$ cat src/verilog/prht_regs.vh
// encodings shared by the partial register hazard tracker
// assumes the decoder drives these codes on the instruction stream
`ifndef PRHT_REGS_VH
`define PRHT_REGS_VH

// general register write and read widths
`define PRHT_W_LO_BYTE 3'h0
`define PRHT_W_HI_BYTE 3'h1
`define PRHT_W_WORD 3'h2
`define PRHT_W_DWORD 3'h3
`define PRHT_W_QWORD 3'h4

// width ranks used for the read against last piece hazard compare
`define PRHT_RANK_BYTE 3'h1
`define PRHT_RANK_WORD 3'h2
`define PRHT_RANK_DWORD 3'h3
`define PRHT_RANK_QWORD 3'h4
`define PRHT_RANK_RST 3'h4

// vector write kinds
`define PRHT_V_FULL_COPY 3'h0
`define PRHT_V_QUADWORD_MOVE 3'h1
`define PRHT_V_LOW_HALF_LOAD 3'h2
`define PRHT_V_HIGH_HALF_DOUBLE_LOAD 3'h3
`define PRHT_V_SCALAR_SINGLE_MOVE 3'h4
`define PRHT_V_SCALAR_DOUBLE_MOVE 3'h5

// flag write kinds
`define PRHT_F_NONE 3'h0
`define PRHT_F_FULL 3'h1
`define PRHT_F_PARTIAL 3'h2
`define PRHT_F_SHIFT_VAR 3'h3
`define PRHT_F_SHIFT_IMM 3'h4
`define PRHT_F_EIGHT_BYTE_COMPARE_EXCHANGE 3'h5
`define PRHT_F_ROTATE 3'h6
`define PRHT_F_SET_CARRY_OR_DIRECTION 3'h7

`define PRHT_SHIFT_ONE 6'h01

`endif

$ cat src/verilog/prht_tracker.v
// rename stage partial register and partial flag hazard tracker
// assumes the front end holds an instruction until ins_accept_out,
// and completion and retire pulses come from logic on core_clk_in
`timescale 1ns/10ps
`default_nettype none
`include "prht_regs.vh"

// Overview of operation
// RULE_01 - general register writes are tracked as byte, word, dword, and quadword only in 64-bit mode.
// RULE_02 - a read wider than the last separate piece written to a register with pieces in flight is held back.
// RULE_03 - a dword write clears the upper half and counts as a full write without hazard.
// RULE_04 - a zero-extending byte or word load counts as a full write with no old-value dependency.
// RULE_05 - half loads and scalar register moves into a vector register mark a dependency on its old value.
// RULE_06 - full vector copies and zeroing 64-bit loads write the whole register with no old-value dependency.
// RULE_07 - every shift except by immediate count one may leave flags untouched, so those shifts are taken as partial flag writers.
// RULE_08 - a flag consumer after a partial flag writer is stalled until that writer retires.
// RULE_09 - eight-byte compare-exchange, rotates, set carry and set direction are partial flag writers.
// RULE_10 - a shift by immediate count one never causes the partial flag stall.
// RULE_11 - a writer of all flags ends any partial flag stall for later consumers.
// RULE_12 - a held read is released once all earlier writers are done and the merged value is forwarded.
module prht_tracker #(
	parameter NREG = 16,
	parameter IDXW = 4,
	parameter CNTW = 4
) (
	input wire core_clk_in,
	input wire reset_n_in,
	input wire mode64_in,
	input wire ins_valid_in,
	input wire gpr_wr_en_in,
	input wire [IDXW-1:0] gpr_wr_idx_in,
	input wire [2:0] gpr_wr_width_in,
	input wire gpr_wr_zext_in,
	input wire gpr_rd_en_in,
	input wire [IDXW-1:0] gpr_rd_idx_in,
	input wire [2:0] gpr_rd_width_in,
	input wire gpr_done_in,
	input wire [IDXW-1:0] gpr_done_idx_in,
	input wire vec_wr_en_in,
	input wire [2:0] vec_wr_kind_in,
	input wire [2:0] flag_wr_kind_in,
	input wire [5:0] shift_count_in,
	input wire flag_rd_in,
	input wire flag_retire_in,
	output reg ins_accept_out,
	output reg gpr_stall_out,
	output reg flag_stall_out,
	output reg gpr_merge_out,
	output reg vec_dep_out
);

	// per register pending writers and last piece rank
	reg [CNTW-1:0] pend_r [0:NREG-1];
	reg [NREG-1:0] frag_r;
	reg [2:0] last_rank_r [0:NREG-1];
	reg [CNTW-1:0] pflag_cnt_r;
	reg pflag_live_r;
	reg held_r;

	// combinational decode of the instruction
	reg gpr_hit;
	reg flag_hit;
	reg go;
	reg wr_full;
	reg fw_partial;
	reg fw_full;
	reg [2:0] rd_rank;
	reg [CNTW-1:0] pflag_cnt_nxt;
	integer i;

	function [2:0] prht_rank;
		input [2:0] w;
		input m64;
		begin
			case (w)
			`PRHT_W_LO_BYTE: prht_rank = `PRHT_RANK_BYTE;
			`PRHT_W_HI_BYTE: prht_rank = `PRHT_RANK_BYTE;
			`PRHT_W_WORD: prht_rank = `PRHT_RANK_WORD;
			`PRHT_W_DWORD: prht_rank = `PRHT_RANK_DWORD;
			`PRHT_W_QWORD: begin
				// quadword only exists in 64-bit mode, see RULE_01
				if (m64) begin
					prht_rank = `PRHT_RANK_QWORD;
				end else begin
					prht_rank = `PRHT_RANK_DWORD;
				end
			end
			default: prht_rank = `PRHT_RANK_DWORD;
			endcase
		end
	endfunction

	// next count after one more writer
	function [CNTW-1:0] prht_inc;
		input [CNTW-1:0] c;
		begin
			prht_inc = c + {{(CNTW-1){1'b0}}, 1'b1};
		end
	endfunction

	// next count after one writer finishes
	function [CNTW-1:0] prht_dec;
		input [CNTW-1:0] c;
		begin
			prht_dec = c - {{(CNTW-1){1'b0}}, 1'b1};
		end
	endfunction

	// full writes break the old value, see RULE_03 and RULE_04
	function prht_full_write;
		input [2:0] w;
		input z;
		input m64;
		begin
			if (z) begin
				prht_full_write = 1'b1;
			end else if (prht_rank(w, m64) >= `PRHT_RANK_DWORD) begin
				prht_full_write = 1'b1;
			end else begin
				prht_full_write = 1'b0;
			end
		end
	endfunction

	// flag writer class, bit 1 full, bit 0 partial
	function [1:0] prht_flag_class;
		input [2:0] k;
		input [5:0] cnt;
		begin
			case (k)
			`PRHT_F_NONE: begin
				prht_flag_class = 2'h0;
			end
			`PRHT_F_FULL: begin
				prht_flag_class = 2'h2; // see RULE_11
			end
			`PRHT_F_PARTIAL: begin
				prht_flag_class = 2'h1;
			end
			`PRHT_F_SHIFT_VAR: begin
				// count known only at execution, see RULE_07
				prht_flag_class = 2'h1;
			end
			`PRHT_F_SHIFT_IMM: begin
				// count one has its own path, see RULE_10
				if (cnt == `PRHT_SHIFT_ONE) begin
					prht_flag_class = 2'h2;
				end else begin
					prht_flag_class = 2'h1; // see RULE_07
				end
			end
			`PRHT_F_EIGHT_BYTE_COMPARE_EXCHANGE: begin
				prht_flag_class = 2'h1; // see RULE_09
			end
			`PRHT_F_ROTATE: begin
				prht_flag_class = 2'h1; // see RULE_09
			end
			`PRHT_F_SET_CARRY_OR_DIRECTION: begin
				prht_flag_class = 2'h1; // see RULE_09
			end
			default: begin
				prht_flag_class = 2'h0;
			end
			endcase
		end
	endfunction

	// vector kinds that keep old lanes, see RULE_05 and RULE_06
	function prht_vec_partial;
		input [2:0] k;
		begin
			case (k)
			`PRHT_V_FULL_COPY: begin
				prht_vec_partial = 1'b0; // see RULE_06
			end
			`PRHT_V_QUADWORD_MOVE: begin
				prht_vec_partial = 1'b0; // see RULE_06
			end
			`PRHT_V_LOW_HALF_LOAD: begin
				prht_vec_partial = 1'b1; // see RULE_05
			end
			`PRHT_V_HIGH_HALF_DOUBLE_LOAD: begin
				prht_vec_partial = 1'b1; // see RULE_05
			end
			`PRHT_V_SCALAR_SINGLE_MOVE: begin
				prht_vec_partial = 1'b1; // see RULE_05
			end
			`PRHT_V_SCALAR_DOUBLE_MOVE: begin
				prht_vec_partial = 1'b1; // see RULE_05
			end
			default: begin
				prht_vec_partial = 1'b0;
			end
			endcase
		end
	endfunction

	// hazard detection on the instruction being renamed
	always @* begin
		rd_rank = prht_rank(gpr_rd_width_in, mode64_in);
		// wider read over separately written pieces, see RULE_02
		gpr_hit = gpr_rd_en_in && frag_r[gpr_rd_idx_in] &&
			(pend_r[gpr_rd_idx_in] != {CNTW{1'b0}}) &&
			(rd_rank > last_rank_r[gpr_rd_idx_in]);
		// stall lasts until the partial writers retire, see RULE_08
		flag_hit = flag_rd_in && pflag_live_r &&
			(pflag_cnt_r != {CNTW{1'b0}});
		go = ins_valid_in && !ins_accept_out && !gpr_hit && !flag_hit;

		// dword and zero-extended loads are full, see RULE_03 and RULE_04
		wr_full =
			prht_full_write(gpr_wr_width_in, gpr_wr_zext_in, mode64_in);

		// flag writer kind decode, see RULE_07 and RULE_10
		{fw_full, fw_partial} =
			prht_flag_class(flag_wr_kind_in, shift_count_in);

		pflag_cnt_nxt = pflag_cnt_r;
		if (go && fw_partial && !flag_retire_in) begin
			pflag_cnt_nxt = prht_inc(pflag_cnt_r);
		end else if (!(go && fw_partial) && flag_retire_in &&
			pflag_cnt_r != {CNTW{1'b0}}) begin
			pflag_cnt_nxt = prht_dec(pflag_cnt_r);
		end
	end

	// general register piece tracking
	always @(posedge core_clk_in or negedge reset_n_in) begin
		if (!reset_n_in) begin
			frag_r <= {NREG{1'b0}};
			for (i = 0; i < NREG; i = i + 1) begin
				pend_r[i] <= {CNTW{1'b0}};
				last_rank_r[i] <= `PRHT_RANK_RST;
			end
		end else begin
			for (i = 0; i < NREG; i = i + 1) begin
				// release when earlier writers finish, see RULE_12
				if (go && gpr_wr_en_in && gpr_wr_idx_in == i &&
					!(gpr_done_in && gpr_done_idx_in == i)) begin
					pend_r[i] <= prht_inc(pend_r[i]);
				end else if (gpr_done_in && gpr_done_idx_in == i &&
					!(go && gpr_wr_en_in && gpr_wr_idx_in == i) &&
					pend_r[i] != {CNTW{1'b0}}) begin
					pend_r[i] <= prht_dec(pend_r[i]);
				end
			end

			if (go && gpr_wr_en_in) begin
				// track each write at its granularity, see RULE_01
				if (wr_full) begin
					frag_r[gpr_wr_idx_in] <= 1'b0; // see RULE_03
					last_rank_r[gpr_wr_idx_in] <= `PRHT_RANK_QWORD;
				end else begin
					frag_r[gpr_wr_idx_in] <= 1'b1;
					last_rank_r[gpr_wr_idx_in] <=
						prht_rank(gpr_wr_width_in, mode64_in);
				end
			end
		end
	end

	// flag writer tracking
	always @(posedge core_clk_in or negedge reset_n_in) begin
		if (!reset_n_in) begin
			pflag_cnt_r <= {CNTW{1'b0}};
			pflag_live_r <= 1'b0;
		end else begin
			// last flag writer kind decides the stall, see RULE_11
			pflag_cnt_r <= pflag_cnt_nxt;
			if (go && fw_partial) begin
				pflag_live_r <= 1'b1; // see RULE_08
			end else if (go && fw_full) begin
				pflag_live_r <= 1'b0; // see RULE_11
			end
		end
	end

	// registered answers to the front end
	always @(posedge core_clk_in or negedge reset_n_in) begin
		if (!reset_n_in) begin
			ins_accept_out <= 1'b0;
			gpr_stall_out <= 1'b0;
			flag_stall_out <= 1'b0;
			gpr_merge_out <= 1'b0;
			vec_dep_out <= 1'b0;
			held_r <= 1'b0;
		end else begin
			ins_accept_out <= go;
			gpr_stall_out <= ins_valid_in && !ins_accept_out && gpr_hit;
			flag_stall_out <= ins_valid_in && !ins_accept_out && flag_hit;
			// merged value forwarded to a released reader, see RULE_12
			gpr_merge_out <= go && held_r;
			if (go) begin
				held_r <= 1'b0;
			end else if (ins_valid_in && !ins_accept_out && gpr_hit) begin
				held_r <= 1'b1;
			end

			// partial vector writes keep old lanes, see RULE_05 and RULE_06
			vec_dep_out <= go && vec_wr_en_in &&
				prht_vec_partial(vec_wr_kind_in);
		end
	end

endmodule
`default_nettype wire

$ cat config.mk
export PLATFORM = sky130hd
export DESIGN_NAME = prht_tracker
export DESIGN_NICKNAME = d
export VERILOG_FILES = /design/src/verilog/prht_tracker.v
export VERILOG_INCLUDE_DIRS = /design/src /design/src/verilog
export SDC_FILE = /design/constraint.sdc
export NUM_CORES = 1
export LEC_CHECK = 0
export ABC_CLOCK_PERIOD_IN_PS = 7700
export BUFFER_PORTS_ARGS = -buffer_cell sky130_fd_sc_hd__buf_2
export CORE_MARGIN = 3
export CORE_UTILIZATION = 58
export DETAILED_ROUTE_END_ITERATION = 8
export PLACE_DENSITY = 0.76
export SLEW_MARGIN = 20
export SYNTH_ARGS = -nofsm -noshare
export SYNTH_HDL_FRONTEND = slang
export SYNTH_SLANG_ARGS = --single-unit
$ cat constraint.sdc
create_clock -name core_clk_in -period 7.7 [get_ports core_clk_in]
set_input_delay 1.54 -clock core_clk_in [delete_from_list [all_inputs] [get_ports core_clk_in]]
set_output_delay 1.54 -clock core_clk_in [all_outputs]
set_load 0.02 [all_outputs]
==> results by group, run 1 <==
Run status
  – Status: completed

Synthesis
  – Most frequent cell after synthesis: dfrtp_1
  – Avg Inst Size Synth: 10.5 um2
  – Post-synthesis sequential area ratio: 42.2%
  – Largest cells by area after synthesis: dfrtp_1 (37%), ha_1 (5.6%), dfstp_2 (5.1%)
  – YS warnings: 0
  – Flops & latches, synth: 139
  – Synthesized instance count: 788
  – EDFF count, synth: 0
  – Synth Net Count: 883
  – Post-synth top area share: 37.1%
  – Post-synth top cells: dfrtp_1 (123), nand2_1 (102), o21ai_0 (65)
  – Largest area contributor in the netlist: dfrtp_1
  – Library cells used by synthesis: 82
  – Top FF cell, synth: dfrtp_1
  – Asr flop ratio synth: 100%
  – Synth Cell Area: 8290 um2

Timing
  – Min Tclk post-route: 6440 ps
  – Final worst path period share: 83.6%
  – Clk_skew: 6.69 ps
  – Worst-Margin Slew: 748 ps
  – Final setup viols: 0
  – Fin. max-slew vios: 0
  – Fmax: 0.155 GHz
  – Rel. slew slack: 49.7%
  – Hold Vio Cnt, Final: 0
  – RSZ-0062 raised after global routing: false
  – Sum Neg Setup Slack: 0 ps

GRT
  – Largest net degree at the start of global routing: 87
  – Global-route usage over all layers: 25.6%
  – First-pass GRT wire length: 32700 um
  – Gr ovfl total: 0
  – Vias in the first global route: 6580
  – Initial antenna violation count: 1

Detailed routing
  – WL per Instance: 18.9 um
  – Antenna viol nets, final: 0
  – Via count: 6496
  – DRC Markers: 0
  – DRT iter0 DRCs: 549
  – Final WL: 19400 um
  – DRT Pass-1 Iters: 5
  – Via density per instance: 6.33

Finish
  – Fin util: 66.8%
  – Layout cell share with drive strength beyond 1: 19.8%
  – P&R area growth vs syn: 12.3%
  – Layout Nets: 929
  – Antenna cells: 0

Die
  – Core Area: 13900 um2
  – Die height: 126 um
  – IO Pins: 46
  – Die Area: 15800 um2
  – Initial cell density of the core: 59.5%
  – Die Wd: 126 um
  – Row count: 43

Clock tree
  – TritonCTS clock tree: done
  – Post-cts sizing count: 0
  – Clk sinks: 139
  – Clk root buf: clkbuf_16
  – Worst skew pair latency: 420 ps
  – CTS Buffer Depth: 2
  – H-Tree Level Count: 4
  – Clock-pin transition on the worst setup and hold timing paths: 50 ps
  – Hold bufs inserted after CTS: 0
  – Setup Buffers After CTS: 0
  – CTS Buf Count: 17

Hold path
  – Worst Hold Class: flip-flop to flip-flop

Worst setup path
  – Critical path launch point: gpr_rd_idx_in[0]
  – Flop2flop setup slack: 2660 ps
  – Worst R2R Path Depth: 18
  – Critical path data arrival time: 6740 ps
  – CP Max Fanout: 23
  – Worst Setup EP: pend_r[3]
  – Worst flop-to-flop path startpoint: last_rank_r[16]
  – WS Path Type: input pin to flip-flop
  – Worst r2r dst: pend_r[3]
  – Required @ worst endpoint: 8000 ps
  – Worst setup SP type: input pin
  – Worst Setup End Kind: flip-flop

Pwr
  – Leak: 4.02 nW
  – Peak VDD IR: 0.226 mV
  – Power density over the cells: 323 nW/um2

Place
  – Placer Congestion: 0.836
  – IO Port Bufs: 44
  – Hpwl dp: 13800 um

Flow run
  – Max-Cap Viols: 0
## placed cells by master, fill, tap and decap left out, drive strengths merged, types with 4 or more instances in the layout
| master | synthesis | layout |
|---|---|---|
| a21o | 21 | 21 |
| o21ai | 77 | 77 |
| a31o | 5 | 5 |
| dfrtp | 123 | 123 |
| dfstp | 16 | 16 |
| inv | 12 | 12 |
| o2bb2ai | 4 | 4 |
| nor3 | 12 | 12 |
| mux2i | 12 | 12 |
| mux2 | 20 | 20 |
| or2 | 5 | 5 |
| and2 | 11 | 11 |
| nand2 | 102 | 102 |
| or3 | 9 | 9 |
| clkbuf | 16 | 20 |
| o2111ai | 4 | 4 |
| or4 | 8 | 8 |
| nand4 | 5 | 5 |
| ha | 37 | 37 |
| a22o | 16 | 16 |
| buf | 11 | 54 |
| o41ai | 4 | 4 |
| and3 | 8 | 8 |
| xor2 | 24 | 24 |
| clkinv | 0 | 6 |
| fa | 17 | 17 |
| xnor2 | 26 | 26 |
| nor4 | 13 | 13 |
| a31oi | 5 | 5 |
| a21oi | 25 | 25 |
| nand3 | 26 | 26 |
| nor2b | 9 | 9 |
| mux4 | 15 | 15 |
| nand2b | 13 | 13 |
| nor2 | 36 | 36 |
## cells by family after synthesis
logic type | Yosys count | synth area share, %
simple gates | 269 | 16.9
compound gates | 190 | 15.7
flops | 139 | 42.2
fa+ha+maj | 54 | 9.69
xor+xnor | 50 | 5.28
mux | 47 | 8.24
buf+inv | 39 | 2.02
## per-layer routing
| layer | track usage [%] | vias up | wire length [um] |
|---|---|---|---|
| met4 | 7.65 | 2 | 366 |
| met1 | 33.1 | 3307 | 8240 |
| li1 | - | 2978 | - |
| met3 | 5.94 | 31 | 969 |
| met2 | 43.1 | 178 | 9780 |
| met5 | 0 | - | 11 |
## worst max-delay path, cell delays in order
cell and delay, ps:
buf_2 510, mux4_2 590, mux4_2 480, inv_1 70
ha_1 230, nor2b_1 140, o21a_1 160, o211ai_1 430
a2111o_1 440, o21ai_1 170, buf_4 240, nor2_4 320
o21ai_0 300, ha_1 350, a21o_1 180, a21oi_1 190
and3_1 170, mux2i_1 70, xnor2_1 140
## cell type report
class	instances	area [um2]
well taps	180	225
multi-input cells	610	4640
clock buffers	20	457
clock inverters	12	146
flip-flops and latches	139	3500
inverters	12	45.0
repair buffers	54	305
fillers	1077	4620
## report_power, final
group          switching (W)  total (W)  internal (W)
clock network       0.000308   0.000832      0.000523
registers           0.000242    0.00122      0.000982
logic               0.000473   0.000954      0.000481
total                0.00102    0.00301       0.00199
## stage by stage
step | setup WS (ps) | std cells | cell area (um2) | hold slack (ps) | power [W]
after floorplan | 1490 | 788 | 8290 | 438 | 0.00191
after global placement | 1060 | 995 | 8700 | 454 | 0.00208
after detailed placement | 874 | 995 | 8700 | 456 | 0.00217
after CTS | 1310 | 1027 | 9300 | 466 | 0.00302
after global routing | 928 | 1027 | 9310 | 483 | 0.00322
final | 1260 | 1027 | 9310 | 465 | 0.00301
## worst min path at each step
| stage | to | start | slack [ps] | depth (start not counted) |
|---|---|---|---|---|
| floorplan | pend_r[3] | pend_r[3] | 440 | 1 |
| global placement | flip-flop | flip-flop | 450 | 2 |
| detailed placement | pend_r[7] | pend_r[7] | 460 | 1 |
| CTS | pend_r[3] | pend_r[3] | 470 | 1 |
| global route | pend_r[15] | pend_r[15] | 480 | 1 |
| finish | pend_r[3] | pend_r[3] | 470 | 1 |
(Power assumes the default switching activity.)
==> inputs of run 2 (changes only) <==
- ABC_CLOCK_PERIOD_IN_PS: 7700 -> 5600
- CORE_UTILIZATION: 58 -> 56
- PLACE_DENSITY: 0.76 -> 0.77
- clock period: 7.7 -> 5.6 ns (I/O delays scaled with it)
==> run 2 against run 1 <==
  * Final cell count increased by 2.9%
  * Non-clock buffer count is 30 higher
  * Combinational power is 42% higher
  * Count of clock-buffer cells in the layout rose by 3
  * Wire length is 2.7% higher
  * Flip-flop and latch count is the same
  * Global-route usage increased by 0.17 points
  * Die area rose by 3.4%
  * Via count rose by 0.83%
  * First-iteration DRC count is 8.0% lower
  * Register-to-register slack lost 1700 ps
==> results by group, run 2 (synthesized netlist as in run 1, its figures left out) <==
Timing
  – Hold Vio Cnt, Final: 0 (unchanged)
  – Worst-Margin Slew: 1000 ps (+254 ps)
  – WHS: 473 ps (+7.42 ps)
  – Final setup viols: 0 (unchanged)
  – Clk_skew: 6.07 ps (-0.615 ps)
  – RSZ-0062 raised after global routing: false
  – Setup ws final: 337 ps (-926 ps)
  – Fin. max-slew vios: 0 (unchanged)
  – Rel. slew slack: 32.7% (-17 points)
  – Sum Neg Setup Slack: 0 ps (unchanged)
  – Final worst path period share: 94.0%
  – Min Tclk post-route: 5260 ps
  – Fmax: 0.190 GHz

Detailed routing
  – Antenna viol nets, final: 0 (unchanged)
  – Via density per instance: 6.20 (-2.0%)
  – Final WL: 19900 um (+2.7%)
  – DRT iter0 DRCs: 505 (-8.0%)
  – DRT Pass-1 Iters: 5 (unchanged)
  – WL per Instance: 18.8 um (-0.19%)
  – DRC Markers: 0 (unchanged)
  – Via count: 6550 (+0.83%)

Finish
  – Commonest non-fill, non-tap cell in the layout: dfrtp_1
  – P&R area growth vs syn: 15.4%
  – Antenna cells: 0 (unchanged)
  – Layout cell share with drive strength beyond 1: 22.6% (+2.7 points)
  – Commonest non-fill, non-tap cells in the layout: dfrtp_1 (123), nand2_1 (102), o21ai_0 (65), buf_2 (43), buf_4 (40)
  – Layout Nets: 959 (+3.2%)

Worst setup path
  – WS Path Type: input pin to flip-flop
  – Worst setup SP type: input pin
  – Worst r2r dst: pend_r[47]
  – Required @ worst endpoint: 5950 ps (-2050 ps)
  – CP Max Fanout: 10 (-57%)
  – Flop2flop setup slack: 1000 ps (-1660 ps)
  – Worst flop-to-flop path startpoint: last_rank_r[10]
  – Worst Setup End Kind: flip-flop
  – Critical path data arrival time: 5610 ps (-1130 ps)
  – Worst R2R Path Depth: 17 (-1)

GRT
  – Gr ovfl total: 0 (unchanged)
  – Largest net degree at the start of global routing: 99 (+14%)
  – First-pass GRT wire length: 33500 um (+2.5%)
  – Global-route usage over all layers: 25.8% (+0.17 points)
  – Initial antenna violation count: 1 (unchanged)
  – Vias in the first global route: 6765 (+2.8%)

Pwr
  – Leak: 4.16 nW (+3.5%)
  – Power density over the cells: 442 nW/um2 (+37%)
  – Peak VDD IR: 0.285 mV (+26%)

Die
  – Die Area: 16300 um2 (+3.4%)
  – Initial cell density of the core: 58.4% (-1.1 points)
  – Die height: 128 um (+1.7%)
  – Die Wd: 128 um (+1.7%)
  – Row count: 43 (unchanged)
  – Core Area: 14200 um2 (+1.9%)
  – IO Pins: 46 (unchanged)

Clock tree
  – Hold bufs inserted after CTS: 0 (unchanged)
  – TritonCTS clock tree: done
  – Worst skew pair latency: 420 ps (about the same)
  – H-Tree Level Count: 4 (unchanged)
  – Setup Buffers After CTS: 0 (unchanged)
  – Post-cts sizing count: 0 (unchanged)
  – Clock-pin transition on the worst setup and hold timing paths: 60 ps (about the same)
  – Clk sinks: 139 (unchanged)
  – CTS Buffer Depth: 2 (unchanged)
  – Clk root buf: clkbuf_16
  – CTS Buf Count: 17 (unchanged)

Place
  – Placer Congestion: 0.876 (+4.8%)
  – Dpl ws: -168 ps (-1040 ps)
  – IO Port Bufs: 44 (unchanged)
  – Hpwl dp: 14500 um (+5.0%)

Flow run
  – Max-Cap Viols: 0 (unchanged)

Hold path
  – Worst Hold Class: flip-flop to flip-flop
  – Hold Path Sink: pend_r[11]
  – Hold Crit Start: pend_r[11]
  – Worst hold stages: 1 (unchanged)

Run status
  – Status: completed
run 2: changes by cell type in the layout (fill, tap and decap cells not counted), sizes merged:
cell,previous run,this run
clkbuf,20,23
clkinvlp,3,4
buf,54,84
inv,12,13
clkinv,6,1
run 2: metrics by stage:
| stage | cell area (um2) | instances | utilization (%) | total power, W |
|---|---|---|---|---|
| 4_1_cts | 9540 | 1055 | 67.2 | 0.00424 |
| 3_5_place_dp | 8910 | 1023 | 62.7 | 0.00302 |
| 5_1_grt | 9560 | 1057 | 67.3 | 0.00453 |
| 3_3_place_gp | 8910 | 1023 | 62.7 | 0.00288 |
| 2_1_floorplan | 8290 | 788 | - | 0.00263 |
| 6_report | 9560 | 1057 | 67.3 | 0.00423 |
run 2: how the worst max path moves through the flow:
| stage | start | to | depth (start not counted) |
|---|---|---|---|
| after global routing | gpr_rd_idx_in[0] | pend_r[23] | 18 |
| after CTS | gpr_rd_idx_in[0] | pend_r[47] | 17 |
| after detailed placement | gpr_rd_idx_in[0] | pend_r[39] | 16 |
| final | gpr_rd_idx_in[0] | pend_r[47] | 18 |
| after floorplan | gpr_rd_idx_in[0] | pend_r[19] | 18 |
| after global placement | gpr_rd_idx_in[0] | pend_r[39] | 18 |
run 2: worst max-delay path, cell delays in order:
cell	delay (ps)
buf_2	260
mux4_2	570
mux4_2	470
inv_1	90
ha_1	240
nor2b_1	140
o21a_1	160
o211ai_1	180
buf_4	160
a2111o_1	200
o21ai_1	190
buf_4	240
or3_1	420
ha_1	320
a21o_1	210
a21oi_1	230
mux2i_1	250
xor2_1	150
run 2: where the power goes:
| part | switching [W] | leakage [nW] | total (W) | internal [W] |
|---|---|---|---|---|
| Clock | 0.000434 | 0.298 | 0.00119 | 0.000760 |
| Combinational | 0.000667 | 2.09 | 0.00135 | 0.000681 |
| Sequential | 0.000338 | 1.77 | 0.00169 | 0.00135 |
| Total | 0.00144 | 4.16 | 0.00423 | 0.00279 |
run 2: layout make-up:
| type | count | area (um2) |
|---|---|---|
| tap | 180 | 225 |
| inverter | 12 | 45.0 |
| sequential | 139 | 3500 |
| clock inverter | 9 | 134 |
| clock buffer | 23 | 498 |
| fill | 1061 | 4640 |
| timing repair buffer | 84 | 527 |
| multi-input combinational | 610 | 4640 |
run 2: metal layers:
metal	vias to the layer above	wire, um	GRT usage [%]
met3	40	1100	5.63
met5	-	20	0
met2	184	9820	42.1
met1	3285	8580	34.4
li1	3039	-	-
met4	2	369	8.74
